--- src/rtl/flfc_consts.svh ---
// Named constants for the fault latch and foldback controller
`ifndef FLFC_CONSTS_SVH
`define FLFC_CONSTS_SVH

// Clock rate and fault timer
`define FLFC_CLK_MHZ 125
`define FLFC_FAULT_US 70000

// Feedback thresholds in mV
`define FLFC_FB_FOLD_HI 12'h5DC
`define FLFC_FB_FOLD_LO 12'h4B0
`define FLFC_FB_IPK_HI 12'h960
`define FLFC_FB_IPK_LO 12'h2EE
`define FLFC_FB_SKIP 12'h258

// Switching frequency in kHz, foldback width in mV
`define FLFC_F_NOM 7'h41
`define FLFC_F_MIN 7'h1A
`define FLFC_F_SPAN 16'h0027
`define FLFC_FOLD_WIDTH 16'h012C

// Peak current setpoint in mV
`define FLFC_IPK_MAX 10'h320
`define FLFC_IPK_MIN 10'h0FA
`define FLFC_IPK_DIV 12'h003

// Phase accumulator: clock kHz, on-time end, late off-time sample
`define FLFC_ACC_WRAP 17'h1E848
`define FLFC_ACC_HALF 17'h0F424
`define FLFC_ACC_LATE 17'h1AB3F

// Cycle counts
`define FLFC_REG_CYCLES 4'h8
`define FLFC_CS_CONSEC 3'h4

// Register byte addresses
`define FLFC_ADR_CTRL 8'h00
`define FLFC_ADR_STAT 8'h04
`define FLFC_ADR_LOOP 8'h08

// Control fields and reset value
`define FLFC_CTRL_LATCH 0
`define FLFC_CTRL_EN 1
`define FLFC_CTRL_RST 2'h3

`endif

--- src/rtl/flfc_pkg.sv ---
// Types shared by the fault latch and foldback controller
package flfc_pkg;

  // Supervisor states
  typedef enum logic [2:0] {
    FLFC_START = 3'b000,
    FLFC_RUN   = 3'b001,
    FLFC_HIC1  = 3'b010,
    FLFC_HIC2  = 3'b011,
    FLFC_LATCH = 3'b100
  } flfc_state_t;

endpackage

--- src/rtl/flfc_osc.sv ---
// Switching oscillator built on a phase accumulator
`timescale 1ns/1ps
`default_nettype none
`include "flfc_consts.svh"

module flfc_osc (
  input wire logic clk_i,
  input wire logic rst_i,
  input wire logic [6:0] freq_khz_i,
  output logic cyc_o,
  output logic on_o,
  output logic late_o
);

  // Phase in kHz-clock units, wraps once per switching cycle
  logic [16:0] acc_q;
  logic [16:0] acc_d;
  logic [17:0] sum;

  // Advance by the frequency; no divider needed for any rate
  always_comb begin
    sum = {1'b0, acc_q} + {11'h000, freq_khz_i};
    if (sum >= {1'b0, `FLFC_ACC_WRAP}) begin
      acc_d = 17'(sum - {1'b0, `FLFC_ACC_WRAP});
    end else begin
      acc_d = sum[16:0];
    end
  end

  // Phase register
  always_ff @(posedge clk_i) begin
    if (rst_i) begin
      acc_q <= 17'h00000;
    end else begin
      acc_q <= acc_d;
    end
  end

  // Cycle start pulse when the phase wraps
  assign cyc_o = (acc_d < acc_q);
  // First half of the cycle may carry the on pulse
  assign on_o = (acc_q < `FLFC_ACC_HALF);
  // Late off-time pulse: phase crosses seven eighths
  assign late_o = (acc_q < `FLFC_ACC_LATE) && (acc_d >= `FLFC_ACC_LATE)
                  && !cyc_o;

endmodule
`default_nettype wire

--- src/rtl/flfc_top.sv ---
// Fault supervision, foldback and skip control with Wishbone registers
//
// Implementation choices: the register addresses and the Wishbone slave port.
`timescale 1ns/1ps
`default_nettype none
`include "flfc_consts.svh"

module flfc_top #(
  parameter int unsigned FAULT_CYCLES = `FLFC_FAULT_US * `FLFC_CLK_MHZ
) (
  input wire logic clk_i,
  input wire logic rst_i,
  // Wishbone classic slave
  input wire logic wb_cyc_i,
  input wire logic wb_stb_i,
  input wire logic wb_we_i,
  input wire logic [7:0] wb_adr_i,
  input wire logic [3:0] wb_sel_i,
  input wire logic [31:0] wb_dat_i,
  output logic [31:0] wb_dat_o,
  output logic wb_ack_o,
  // Power stage sensing
  input wire logic [11:0] fb_mv_i,
  input wire logic cs_peak_i,
  input wire logic peak_max_i,
  input wire logic cs_latch_i,
  input wire logic supply_undervoltage_lockout_i,
  input wire logic vcc_on_i,
  input wire logic vcc_reset_i,
  input wire logic brown_out_input_i,
  // Drive and status
  output logic gate_o,
  output logic [6:0] freq_khz_o,
  output logic [9:0] setpoint_mv_o,
  output logic skip_o,
  output logic latched_o,
  output logic err_flag_o
);

  // Foldback curve: linear between the two feedback points
  function automatic logic [6:0] fold_freq(input logic [11:0] fb);
    logic [15:0] t;
    t = 16'(fb - `FLFC_FB_FOLD_LO) * `FLFC_F_SPAN / `FLFC_FOLD_WIDTH;
    if (fb >= `FLFC_FB_FOLD_HI) begin
      fold_freq = `FLFC_F_NOM;
    end else if (fb <= `FLFC_FB_FOLD_LO) begin
      fold_freq = `FLFC_F_MIN;
    end else begin
      fold_freq = 7'(`FLFC_F_MIN + t[6:0]);
    end
  endfunction

  // Peak setpoint: feedback divided by three, clamped at both ends
  function automatic logic [9:0] ipk_setpt(input logic [11:0] fb);
    if (fb >= `FLFC_FB_IPK_HI) begin
      ipk_setpt = `FLFC_IPK_MAX;
    end else if (fb <= `FLFC_FB_IPK_LO) begin
      ipk_setpt = `FLFC_IPK_MIN;
    end else begin
      ipk_setpt = 10'(fb / `FLFC_IPK_DIV);
    end
  endfunction

  flfc_pkg::flfc_state_t state_q; // Supervisor state
  flfc_pkg::flfc_state_t state_d;
  logic [1:0] ctrl_q; // Option and enable bits
  logic ack_q; // Bus answer
  logic [31:0] rdat_q; // Bus read data
  logic err_q; // Overload error flag
  logic arm_q; // Undervoltage latch check armed
  logic [23:0] tmr_q; // Fault timer
  logic tmr_exp; // Timer has run out
  logic [3:0] reg_cnt_q; // Cycles without a maximum peak
  logic peak_seen_q; // Maximum peak seen this cycle
  logic peak_hit_q; // Peak comparator ended this on time
  logic [2:0] cs_cnt_q; // Consecutive sense latch samples
  logic cs_trip; // Sense latch confirmed
  logic uv_q; // Delayed undervoltage level
  logic von_q; // Delayed turn-on level
  logic uv_ev; // Undervoltage onset
  logic von_ev; // Turn-on threshold reached
  logic restart; // Brown-out or supply reset request
  logic opt_latch; // Latched overcurrent option
  logic gate_q;
  logic [6:0] freq_q;
  logic [9:0] setpt_q;
  logic skip_q;
  logic osc_cyc; // Switching cycle start
  logic osc_on; // On-time window
  logic osc_late; // Late off-time sample point

  flfc_osc u_osc (
    .clk_i(clk_i),
    .rst_i(rst_i),
    .freq_khz_i(freq_q),
    .cyc_o(osc_cyc),
    .on_o(osc_on),
    .late_o(osc_late)
  );

  assign opt_latch = ctrl_q[`FLFC_CTRL_LATCH];
  assign uv_ev = supply_undervoltage_lockout_i && !uv_q;
  assign von_ev = vcc_on_i && !von_q;
  assign restart = brown_out_input_i || vcc_reset_i;
  assign tmr_exp = err_q && (tmr_q >= 24'(FAULT_CYCLES - 1));
  // More than four consecutive samples: the fifth confirms
  assign cs_trip = osc_late && cs_latch_i && !gate_q &&
                   (cs_cnt_q >= `FLFC_CS_CONSEC);

  // Wishbone: one wait state, unmapped reads give zero
  always_ff @(posedge clk_i) begin
    if (rst_i) begin
      ack_q <= 1'b0;
      rdat_q <= 32'h00000000;
    end else begin
      ack_q <= wb_cyc_i && wb_stb_i && !ack_q;
      unique case (wb_adr_i)
        `FLFC_ADR_CTRL: rdat_q <= {30'h00000000, ctrl_q};
        `FLFC_ADR_STAT: rdat_q <= {24'h000000, cs_cnt_q, arm_q,
                                   err_q, state_q};
        `FLFC_ADR_LOOP: rdat_q <= {5'h00, skip_q, setpt_q, 9'h000,
                                   freq_q};
        default: rdat_q <= 32'h00000000;
      endcase
    end
  end
  assign wb_ack_o = ack_q;
  assign wb_dat_o = rdat_q;

  // Control register write, taken on the acknowledging edge
  always_ff @(posedge clk_i) begin
    if (rst_i) begin
      ctrl_q <= `FLFC_CTRL_RST;
    end else if (wb_cyc_i && wb_stb_i && wb_we_i && ack_q &&
                 wb_sel_i[0] && wb_adr_i == `FLFC_ADR_CTRL) begin
      ctrl_q <= wb_dat_i[1:0];
    end
  end

  // Edge detectors on the supply comparators
  always_ff @(posedge clk_i) begin
    if (rst_i) begin
      uv_q <= 1'b0;
      von_q <= 1'b0;
    end else begin
      uv_q <= supply_undervoltage_lockout_i;
      von_q <= vcc_on_i;
    end
  end

  // Loop settings follow feedback, registered for clean outputs
  always_ff @(posedge clk_i) begin
    if (rst_i) begin
      freq_q <= `FLFC_F_NOM;
      setpt_q <= `FLFC_IPK_MAX;
      skip_q <= 1'b0;
    end else begin
      freq_q <= fold_freq(fb_mv_i);
      setpt_q <= ipk_setpt(fb_mv_i);
      skip_q <= (fb_mv_i < `FLFC_FB_SKIP);
    end
  end

  // Supervisor; restart requests outrank everything
  always_comb begin
    state_d = state_q;
    if (restart) begin
      state_d = flfc_pkg::FLFC_START;
    end else begin
      unique case (state_q)
        flfc_pkg::FLFC_START: begin
          if (von_ev && ctrl_q[`FLFC_CTRL_EN]) begin
            state_d = flfc_pkg::FLFC_RUN;
          end
        end
        flfc_pkg::FLFC_RUN: begin
          if (cs_trip) begin
            state_d = flfc_pkg::FLFC_LATCH;
          end else if (uv_ev) begin
            // Pre-short: undervoltage while flagged and armed
            if (opt_latch && arm_q && err_q) begin
              state_d = flfc_pkg::FLFC_LATCH;
            end else begin
              state_d = flfc_pkg::FLFC_HIC1;
            end
          end else if (tmr_exp) begin
            if (opt_latch) begin
              state_d = flfc_pkg::FLFC_LATCH;
            end else begin
              state_d = flfc_pkg::FLFC_HIC1;
            end
          end
        end
        flfc_pkg::FLFC_HIC1: begin
          // First turn-on is ignored
          if (von_ev) begin
            state_d = flfc_pkg::FLFC_HIC2;
          end
        end
        flfc_pkg::FLFC_HIC2: begin
          if (von_ev) begin
            state_d = flfc_pkg::FLFC_RUN;
          end
        end
        flfc_pkg::FLFC_LATCH: begin
          state_d = flfc_pkg::FLFC_LATCH;
        end
        default: state_d = flfc_pkg::FLFC_START;
      endcase
    end
  end

  // State register
  always_ff @(posedge clk_i) begin
    if (rst_i) begin
      state_q <= flfc_pkg::FLFC_START;
    end else begin
      state_q <= state_d;
    end
  end

  // Undervoltage latch check arming
  always_ff @(posedge clk_i) begin
    if (rst_i) begin
      arm_q <= 1'b1;
    end else if (state_q == flfc_pkg::FLFC_START ||
                 state_q == flfc_pkg::FLFC_HIC1 ||
                 state_q == flfc_pkg::FLFC_HIC2) begin
      arm_q <= opt_latch;
    end else if (err_q && state_q == flfc_pkg::FLFC_RUN && osc_cyc &&
                 !peak_max_i && !peak_seen_q &&
                 reg_cnt_q == `FLFC_REG_CYCLES - 4'h1) begin
      // A peak in the same cycle keeps the flag, so stay armed too
      arm_q <= 1'b0;
    end
  end

  // Peak bookkeeping per switching cycle
  always_ff @(posedge clk_i) begin
    if (rst_i) begin
      peak_seen_q <= 1'b0;
      peak_hit_q <= 1'b0;
    end else if (osc_cyc) begin
      peak_seen_q <= 1'b0;
      peak_hit_q <= 1'b0;
    end else begin
      peak_seen_q <= peak_seen_q || peak_max_i;
      peak_hit_q <= peak_hit_q || (gate_q && cs_peak_i);
    end
  end

  // Error flag: set wins over the regulation clear
  always_ff @(posedge clk_i) begin
    if (rst_i) begin
      err_q <= 1'b0;
      reg_cnt_q <= 4'h0;
    end else if (state_q != flfc_pkg::FLFC_RUN) begin
      err_q <= 1'b0;
      reg_cnt_q <= 4'h0;
    end else if (peak_max_i) begin
      err_q <= 1'b1;
      reg_cnt_q <= 4'h0;
    end else if (osc_cyc) begin
      if (peak_seen_q) begin
        reg_cnt_q <= 4'h0;
      end else if (reg_cnt_q == `FLFC_REG_CYCLES - 4'h1) begin
        // Regulation reached: release the flag
        err_q <= 1'b0;
        reg_cnt_q <= 4'h0;
      end else begin
        reg_cnt_q <= reg_cnt_q + 4'h1;
      end
    end
  end

  // Fault timer counts only while the flag stands
  always_ff @(posedge clk_i) begin
    if (rst_i || !err_q || state_q != flfc_pkg::FLFC_RUN) begin
      tmr_q <= 24'h000000;
    end else if (!tmr_exp) begin
      tmr_q <= tmr_q + 24'h000001;
    end
  end

  // Off-time sense latch counter, one sample per cycle
  always_ff @(posedge clk_i) begin
    if (rst_i || state_q != flfc_pkg::FLFC_RUN) begin
      cs_cnt_q <= 3'h0;
    end else if (osc_late && !gate_q) begin
      if (!cs_latch_i) begin
        cs_cnt_q <= 3'h0;
      end else if (!cs_trip) begin
        cs_cnt_q <= cs_cnt_q + 3'h1;
      end
    end
  end

  // Gate drive: stops in the same cycle the state leaves run
  always_ff @(posedge clk_i) begin
    if (rst_i) begin
      gate_q <= 1'b0;
    end else begin
      gate_q <= osc_on && !osc_cyc && !peak_hit_q && !cs_peak_i &&
                !skip_q && state_d == flfc_pkg::FLFC_RUN;
    end
  end

  assign gate_o = gate_q;
  assign freq_khz_o = freq_q;
  assign setpoint_mv_o = setpt_q;
  assign skip_o = skip_q;
  assign latched_o = (state_q == flfc_pkg::FLFC_LATCH);
  assign err_flag_o = err_q;
endmodule
`default_nettype wire
--- config.mk ---
export PLATFORM = sky130hd
export DESIGN_NAME = flfc_top
export DESIGN_NICKNAME = d
export VERILOG_FILES = /design/src/rtl/flfc_pkg.sv /design/src/rtl/flfc_osc.sv /design/src/rtl/flfc_top.sv
export VERILOG_INCLUDE_DIRS = /design/src /design/src/rtl
export SDC_FILE = /design/constraint.sdc
export NUM_CORES = 1
export LEC_CHECK = 0
export BUFFER_PORTS_ARGS = -buffer_cell sky130_fd_sc_hd__buf_2
export CAP_MARGIN = 20
export CORE_MARGIN = 4
export CORE_UTILIZATION = 40
export DETAILED_ROUTE_END_ITERATION = 10
export PLACE_DENSITY = 0.57
export SLEW_MARGIN = 20
export SYNTH_ARGS = -nofsm -noshare
export SYNTH_HDL_FRONTEND = slang
export SYNTH_SLANG_ARGS = --single-unit
--- constraint.sdc ---
create_clock -name clk_i -period 13.3 [get_ports clk_i]
set_clock_uncertainty 0.2 [all_clocks]
set_input_delay 2.66 -clock clk_i [delete_from_list [all_inputs] [get_ports clk_i]]
set_output_delay 2.66 -clock clk_i [all_outputs]
set_load 0.01 [all_outputs]
# Word-level counts from Yosys, hierarchy flattened

Index checks and enable logic that the tools add are counted.

Output and inout port bits: 54
Memories: 0
Register bits after elaboration: 111
Memory bits (read-only): 0
Input bits: 68
Bits in writable memories: 0
Bits in latches: 0

Bitwise logic cells: 0
Add/subtract/negate cells: 7
Muxes and demuxes: 24
Reduce and logical (&&, ||, !) cells: 62
Equal/unequal tests: 11
Shift operators: 0
Divide/modulo/power cells: 2
Order comparisons: 12
Multipliers: 1

Operators by type and width:

| kind                   | count |
|---|---|
| $pmux 27 s3            | 1 |
| $mux 3                 | 11 |
| $logic_and 1x1->1      | 29 |
| $add 24x1->24 const B  | 1 |
| $ge 24x24->1 const B   | 1 |
| $add 17x7->18          | 1 |
| $ge 18x17->1 const B   | 1 |
| $ge 17x17->1 const B   | 1 |
| $lt 17x16->1 const B   | 1 |
| $lt 17x17->1           | 1 |
| $lt 17x17->1 const B   | 1 |
| $mux 17                | 1 |
| $sub 17x17->17 const B | 1 |
| $div 16x9->16 const B  | 1 |
| $mul 13x7->16 const B  | 1 |
| $pmux 3 s5             | 1 |
| $sub 12x11->13 const B | 1 |
| $div 12x2->12 const B  | 1 |
| $ge 12x11->1 const B   | 1 |
| $ge 12x12->1 const B   | 1 |
| $le 12x10->1 const B   | 1 |
| $le 12x11->1 const B   | 1 |
| $lt 12x10->1 const B   | 1 |
| $logic_not 1->1        | 11 |
| 24 further kinds       | 47 |

# Longest topological paths before layout

Depth in word-level cells: 14
Gate-level depth with buffers: 44

# By module

From an unflattened synthesis, not the netlist that was laid out.

Cells, all modules: 1655
Area, all modules: 12346.8 um^2

By module, submodules not included:

| module   | instances | area each (um^2) | cells an instance | sequential area each (um^2) |
|---|---|---|---|---|
| flfc_top | 1         | 10326.2          | 1392              | 1621.6 |
| flfc_osc | 1         | 2020.7           | 263               | 340.3 |

# Worst setup path after synthesis

Ideal clock, no wire load.

Kind: in2reg
Start point: in fb_mv_i[5]
End point: reg freq_q[5] (netlist: freq_khz_o[5])
Required time: 12.966 ns
Path slack: 1.539 ns
Buffers on the path: 6
Stages on the path: 41
Library setup time: 0.134 ns
Data arrival time: 11.427 ns
Path through: clkbuf_1 > a21oi_1 > nor2b_1 > o31a_1 > xnor2_1 > ha_1 > ha_1 > fa_1 > inv_1 > fa_1 > inv_1 > ha_1 > a21o_1 > a221o_1 > or3_4 > a22oi_4 > a2111oi_2 > or3_1 > [... 5 more ...] > buf_6 > mux2i_4 > a21o_4 > buf_6 > buf_2 > buf_1 > mux2_2 > a221oi_1 > o32a_1 > a311o_1 > a2bb2oi_1 > o21ai_1 > nor3_1 > o21ai_0 > ha_1 > nor2_1 > xnor2_1 > nor3_1

Word-level cells in the longest chain between the ends: 4
Elaborated cells on any way between the ends: 7

Ends and longest elaborated chain:

| element                  | RTL line        | RTL |
|---|---|---|
| start, declared          | flfc_top.sv:23  | `input wire logic [11:0] fb_mv_i,` |
| $sub 12x11->13 (no line) | -               |  |
| $mul 13x7->16 (no line)  | -               |  |
| $div 16x9->16 (no line)  | -               |  |
| $add 5x7->7 (no line)    | -               |  |
| end signal, assigned     | flfc_top.sv:154 | `` freq_q <= `FLFC_F_NOM; `` |
| end signal, assigned     | flfc_top.sv:158 | `freq_q <= fold_freq(fb_mv_i);` |
| end, declared            | flfc_top.sv:85  | `logic [6:0] freq_q;` |

Parallel ways exist; a longest one is shown, timed or not.
A chain may end at the register's enable or synchronous reset.

# Worst setup path after layout

Ends and elaborated chain as after synthesis.

==> impl_results.md <==
* Endpoints failing hold at 0
* Sequential area share after synthesis at about a fifth
* Synth top area share at 18.8%
* Hpwl dp at 21,100 µm
* Post-synth top flop: dfxtp_1
* Final TNS setup at 0 ps
* H-tree depth at 3
* Die height at between 150 and 200 µm
* Initial antenna violation count at 0
* Die Wd at ~170 µm
* Worst-Skew Late Latency at between 300 and 400 ps
* Wire per inst at approximately 15 µm
* Fmax at between 0.08 and 0.09 GHz
* Deepest clock path buffer count at 2
* Total Routing Usage GR at 17.9%
* Count of input and output buffers at 75
* Routed WL at ~27,000 µm
* Critical Path Max Stage Delay at between 500 and 600 ps
* Worst-Margin Slew at around 1100 ps
* Largest net degree at the start of global routing at 31
* Synth cell types at between 100 and 150
* Worst setup path category: in2reg
* Startpoint Class: primary input
* Synth warn at 0
* DR DRC count at 0
* CTS tree: done
* Root Driver: clkbuf_16
* N_diodes at 0
* Crit path capture type: register
* Worst EP required at around 13,000 ps
* Clk pin slew, worst setup/hold paths at around 70 ps
* RSZ-0062 raised after global routing: no
* CP top delay family: compound AO/OA/AOI/OAI gates
* Mapped cell area at ~10,000 µm²
* Starting Density at approximately two fifths
* Layout Nets at 1,581
* Grt total ovfl at 0
* Post-Syn Instances at 1,343
* CP Buf/Inv Count at 4
* Number of I/O pins at 122
* Max-Cap Viols at 0
* Core Region at around 25,000 µm²
* Tcrit/Tclk final at 93.9%
* Total CTS buffers at 9
* Area leader, netlist: dfxtp_1
* CP Data Arrival Time at 12,490 ps
* Slew Limit Fails at 0
* Via-per-instance ratio at 5.59
* Worst hold path class: reg2reg
* DR iter-0 viols at 585
* Outcome: complete, no violations
* Layout cells sized above 1 at between 10% and 20%
* Post-route ant nets at 0
* Critical-path maximum fanout at 16
* Die footprint at roughly 29,000 µm²
* Final critical-path required period at between 10,000 and 15,000 ps
* Final GP Congestion at 0.869
* Rel. slew slack at 27.7%
* Post-synth EDFFs at 0
* Slowest CP cell: a2111oi_2
* Most common cell in the netlist: nor2_1
* Filler cells at between 2,000 and 3,000
* Area grow syn2layout at 10.4%
* Post-synth top cells: nor2_1 (141), inv_1 (105), a21oi_1 (100)
* Syn_area_per_cell at between 7 and 8 µm²
* CP most frequent cell: ha_1
* Vias in the first global route at roughly 9,100
* Flops & latches, synth at between 90 and 100
* Register area at a little under 2000 µm²
* Multi-input logic area at 7810 µm²
* Synth async-reset ratio at 0%
* Row count at 58
* Vias at 9,760
* First drt pass iteration count at 5
* Final setup fails at 0
* Synth area leaders: dfxtp_1 (19%), ha_1 (9.6%), nor2_1 (5.1%)
* Global-route wire length before repair at approximately 44,000 µm
* Sink Count at between 90 and 100
-- state kept, by name, indices dropped and copies added, names as in the netlist, 2 cells and up --
name,cells
tmr_q,24
u_osc.acc_q,17
wb_dat_o,19
setpoint_mv_o,10
state_q,3
freq_khz_o,7
cs_cnt_q,3
ctrl_q,2
reg_cnt_q,4
-- cells in the final DEF, fill, tap and decap left out, types with 16 or more instances in the layout --
master	n
dfxtp_1	98
buf_2	75
o21ai_0	61
nor2_1	141
nor2b_1	33
o21a_1	16
nand4_1	23
xor2_1	32
a31oi_1	16
fa_1	22
xnor2_1	52
inv_1	105
and2_1	23
nand2_1	94
or3_1	19
nor3_1	40
a21oi_1	100
buf_4	33
ha_1	80
nand3_1	26
-- final timing paths --
check,cells after the start,end,from,slack (ps)
setup / recovery,38,freq_khz_o[5]$_SDFF_PP0_,fb_mv_i[5],810
hold / removal,1,wb_ack_o$_SDFF_PP0_,wb_ack_o$_SDFF_PP0_,240
setup reg to reg,37,gate_o$_SDFF_PP0_,freq_khz_o[0]$_SDFF_PP1_,4990
hold reg to reg,1,wb_ack_o$_SDFF_PP0_,wb_ack_o$_SDFF_PP0_,240
-- kinds of logic after synthesis --
kind of cell / after synthesis / share of synthesized area (%)
and+or+nand+nor: 492 / 24.8
muxes: 23 / 2.52
AOI/OAI and AO/OA: 366 / 24.9
xor gates and xnor gates: 87 / 7.57
DFF: 98 / 18.8
adders and majority gates: 106 / 14.2
buffers and inverters: 170 / 7.17
other: 1 / 0.0359
-- timing repair --
action | in CTS | in global routing
gates resized for setup | 0 | 7
endpoints found under the setup margin | 0 | 5
endpoints found under the hold margin | 0 | 0
hold buffers | 0 | 0
buffers inserted | 0 | 1
-- through the flow --
step           area, µm²  hold slack, ps  setup WS [ps]  instances  util (%)
2_1_floorplan      10500             231           1540       1355         -
3_3_place_gp       11200             230            451       1729      44.0
3_5_place_dp       11200             236            386       1729      44.0
4_1_cts            11500             248            717       1745      45.2
5_1_grt            11500             277           49.1       1746      45.4
6_report           11500             240            809       1746      45.4
-- metal layers --
layer  wire length (µm)  GRT usage [%]
met5                  0              0
met4                386           3.61
met3                906           1.56
met1              12900           25.4
met2              12400           30.1
-- cell type report --
cell class                      count  area share [%]
Clock buffer                        9            1.95
Clock inverter                      7           0.814
Inverter                          107            3.48
Multi-Input combinational cell   1087            67.7
Sequential cell                    98            17.0
Tap cell                          330            3.58
Timing Repair Buffer              108            5.40
Power is not shown: default switching activity piles up to over one toggle a cycle in this logic, so the estimate is an artifact.
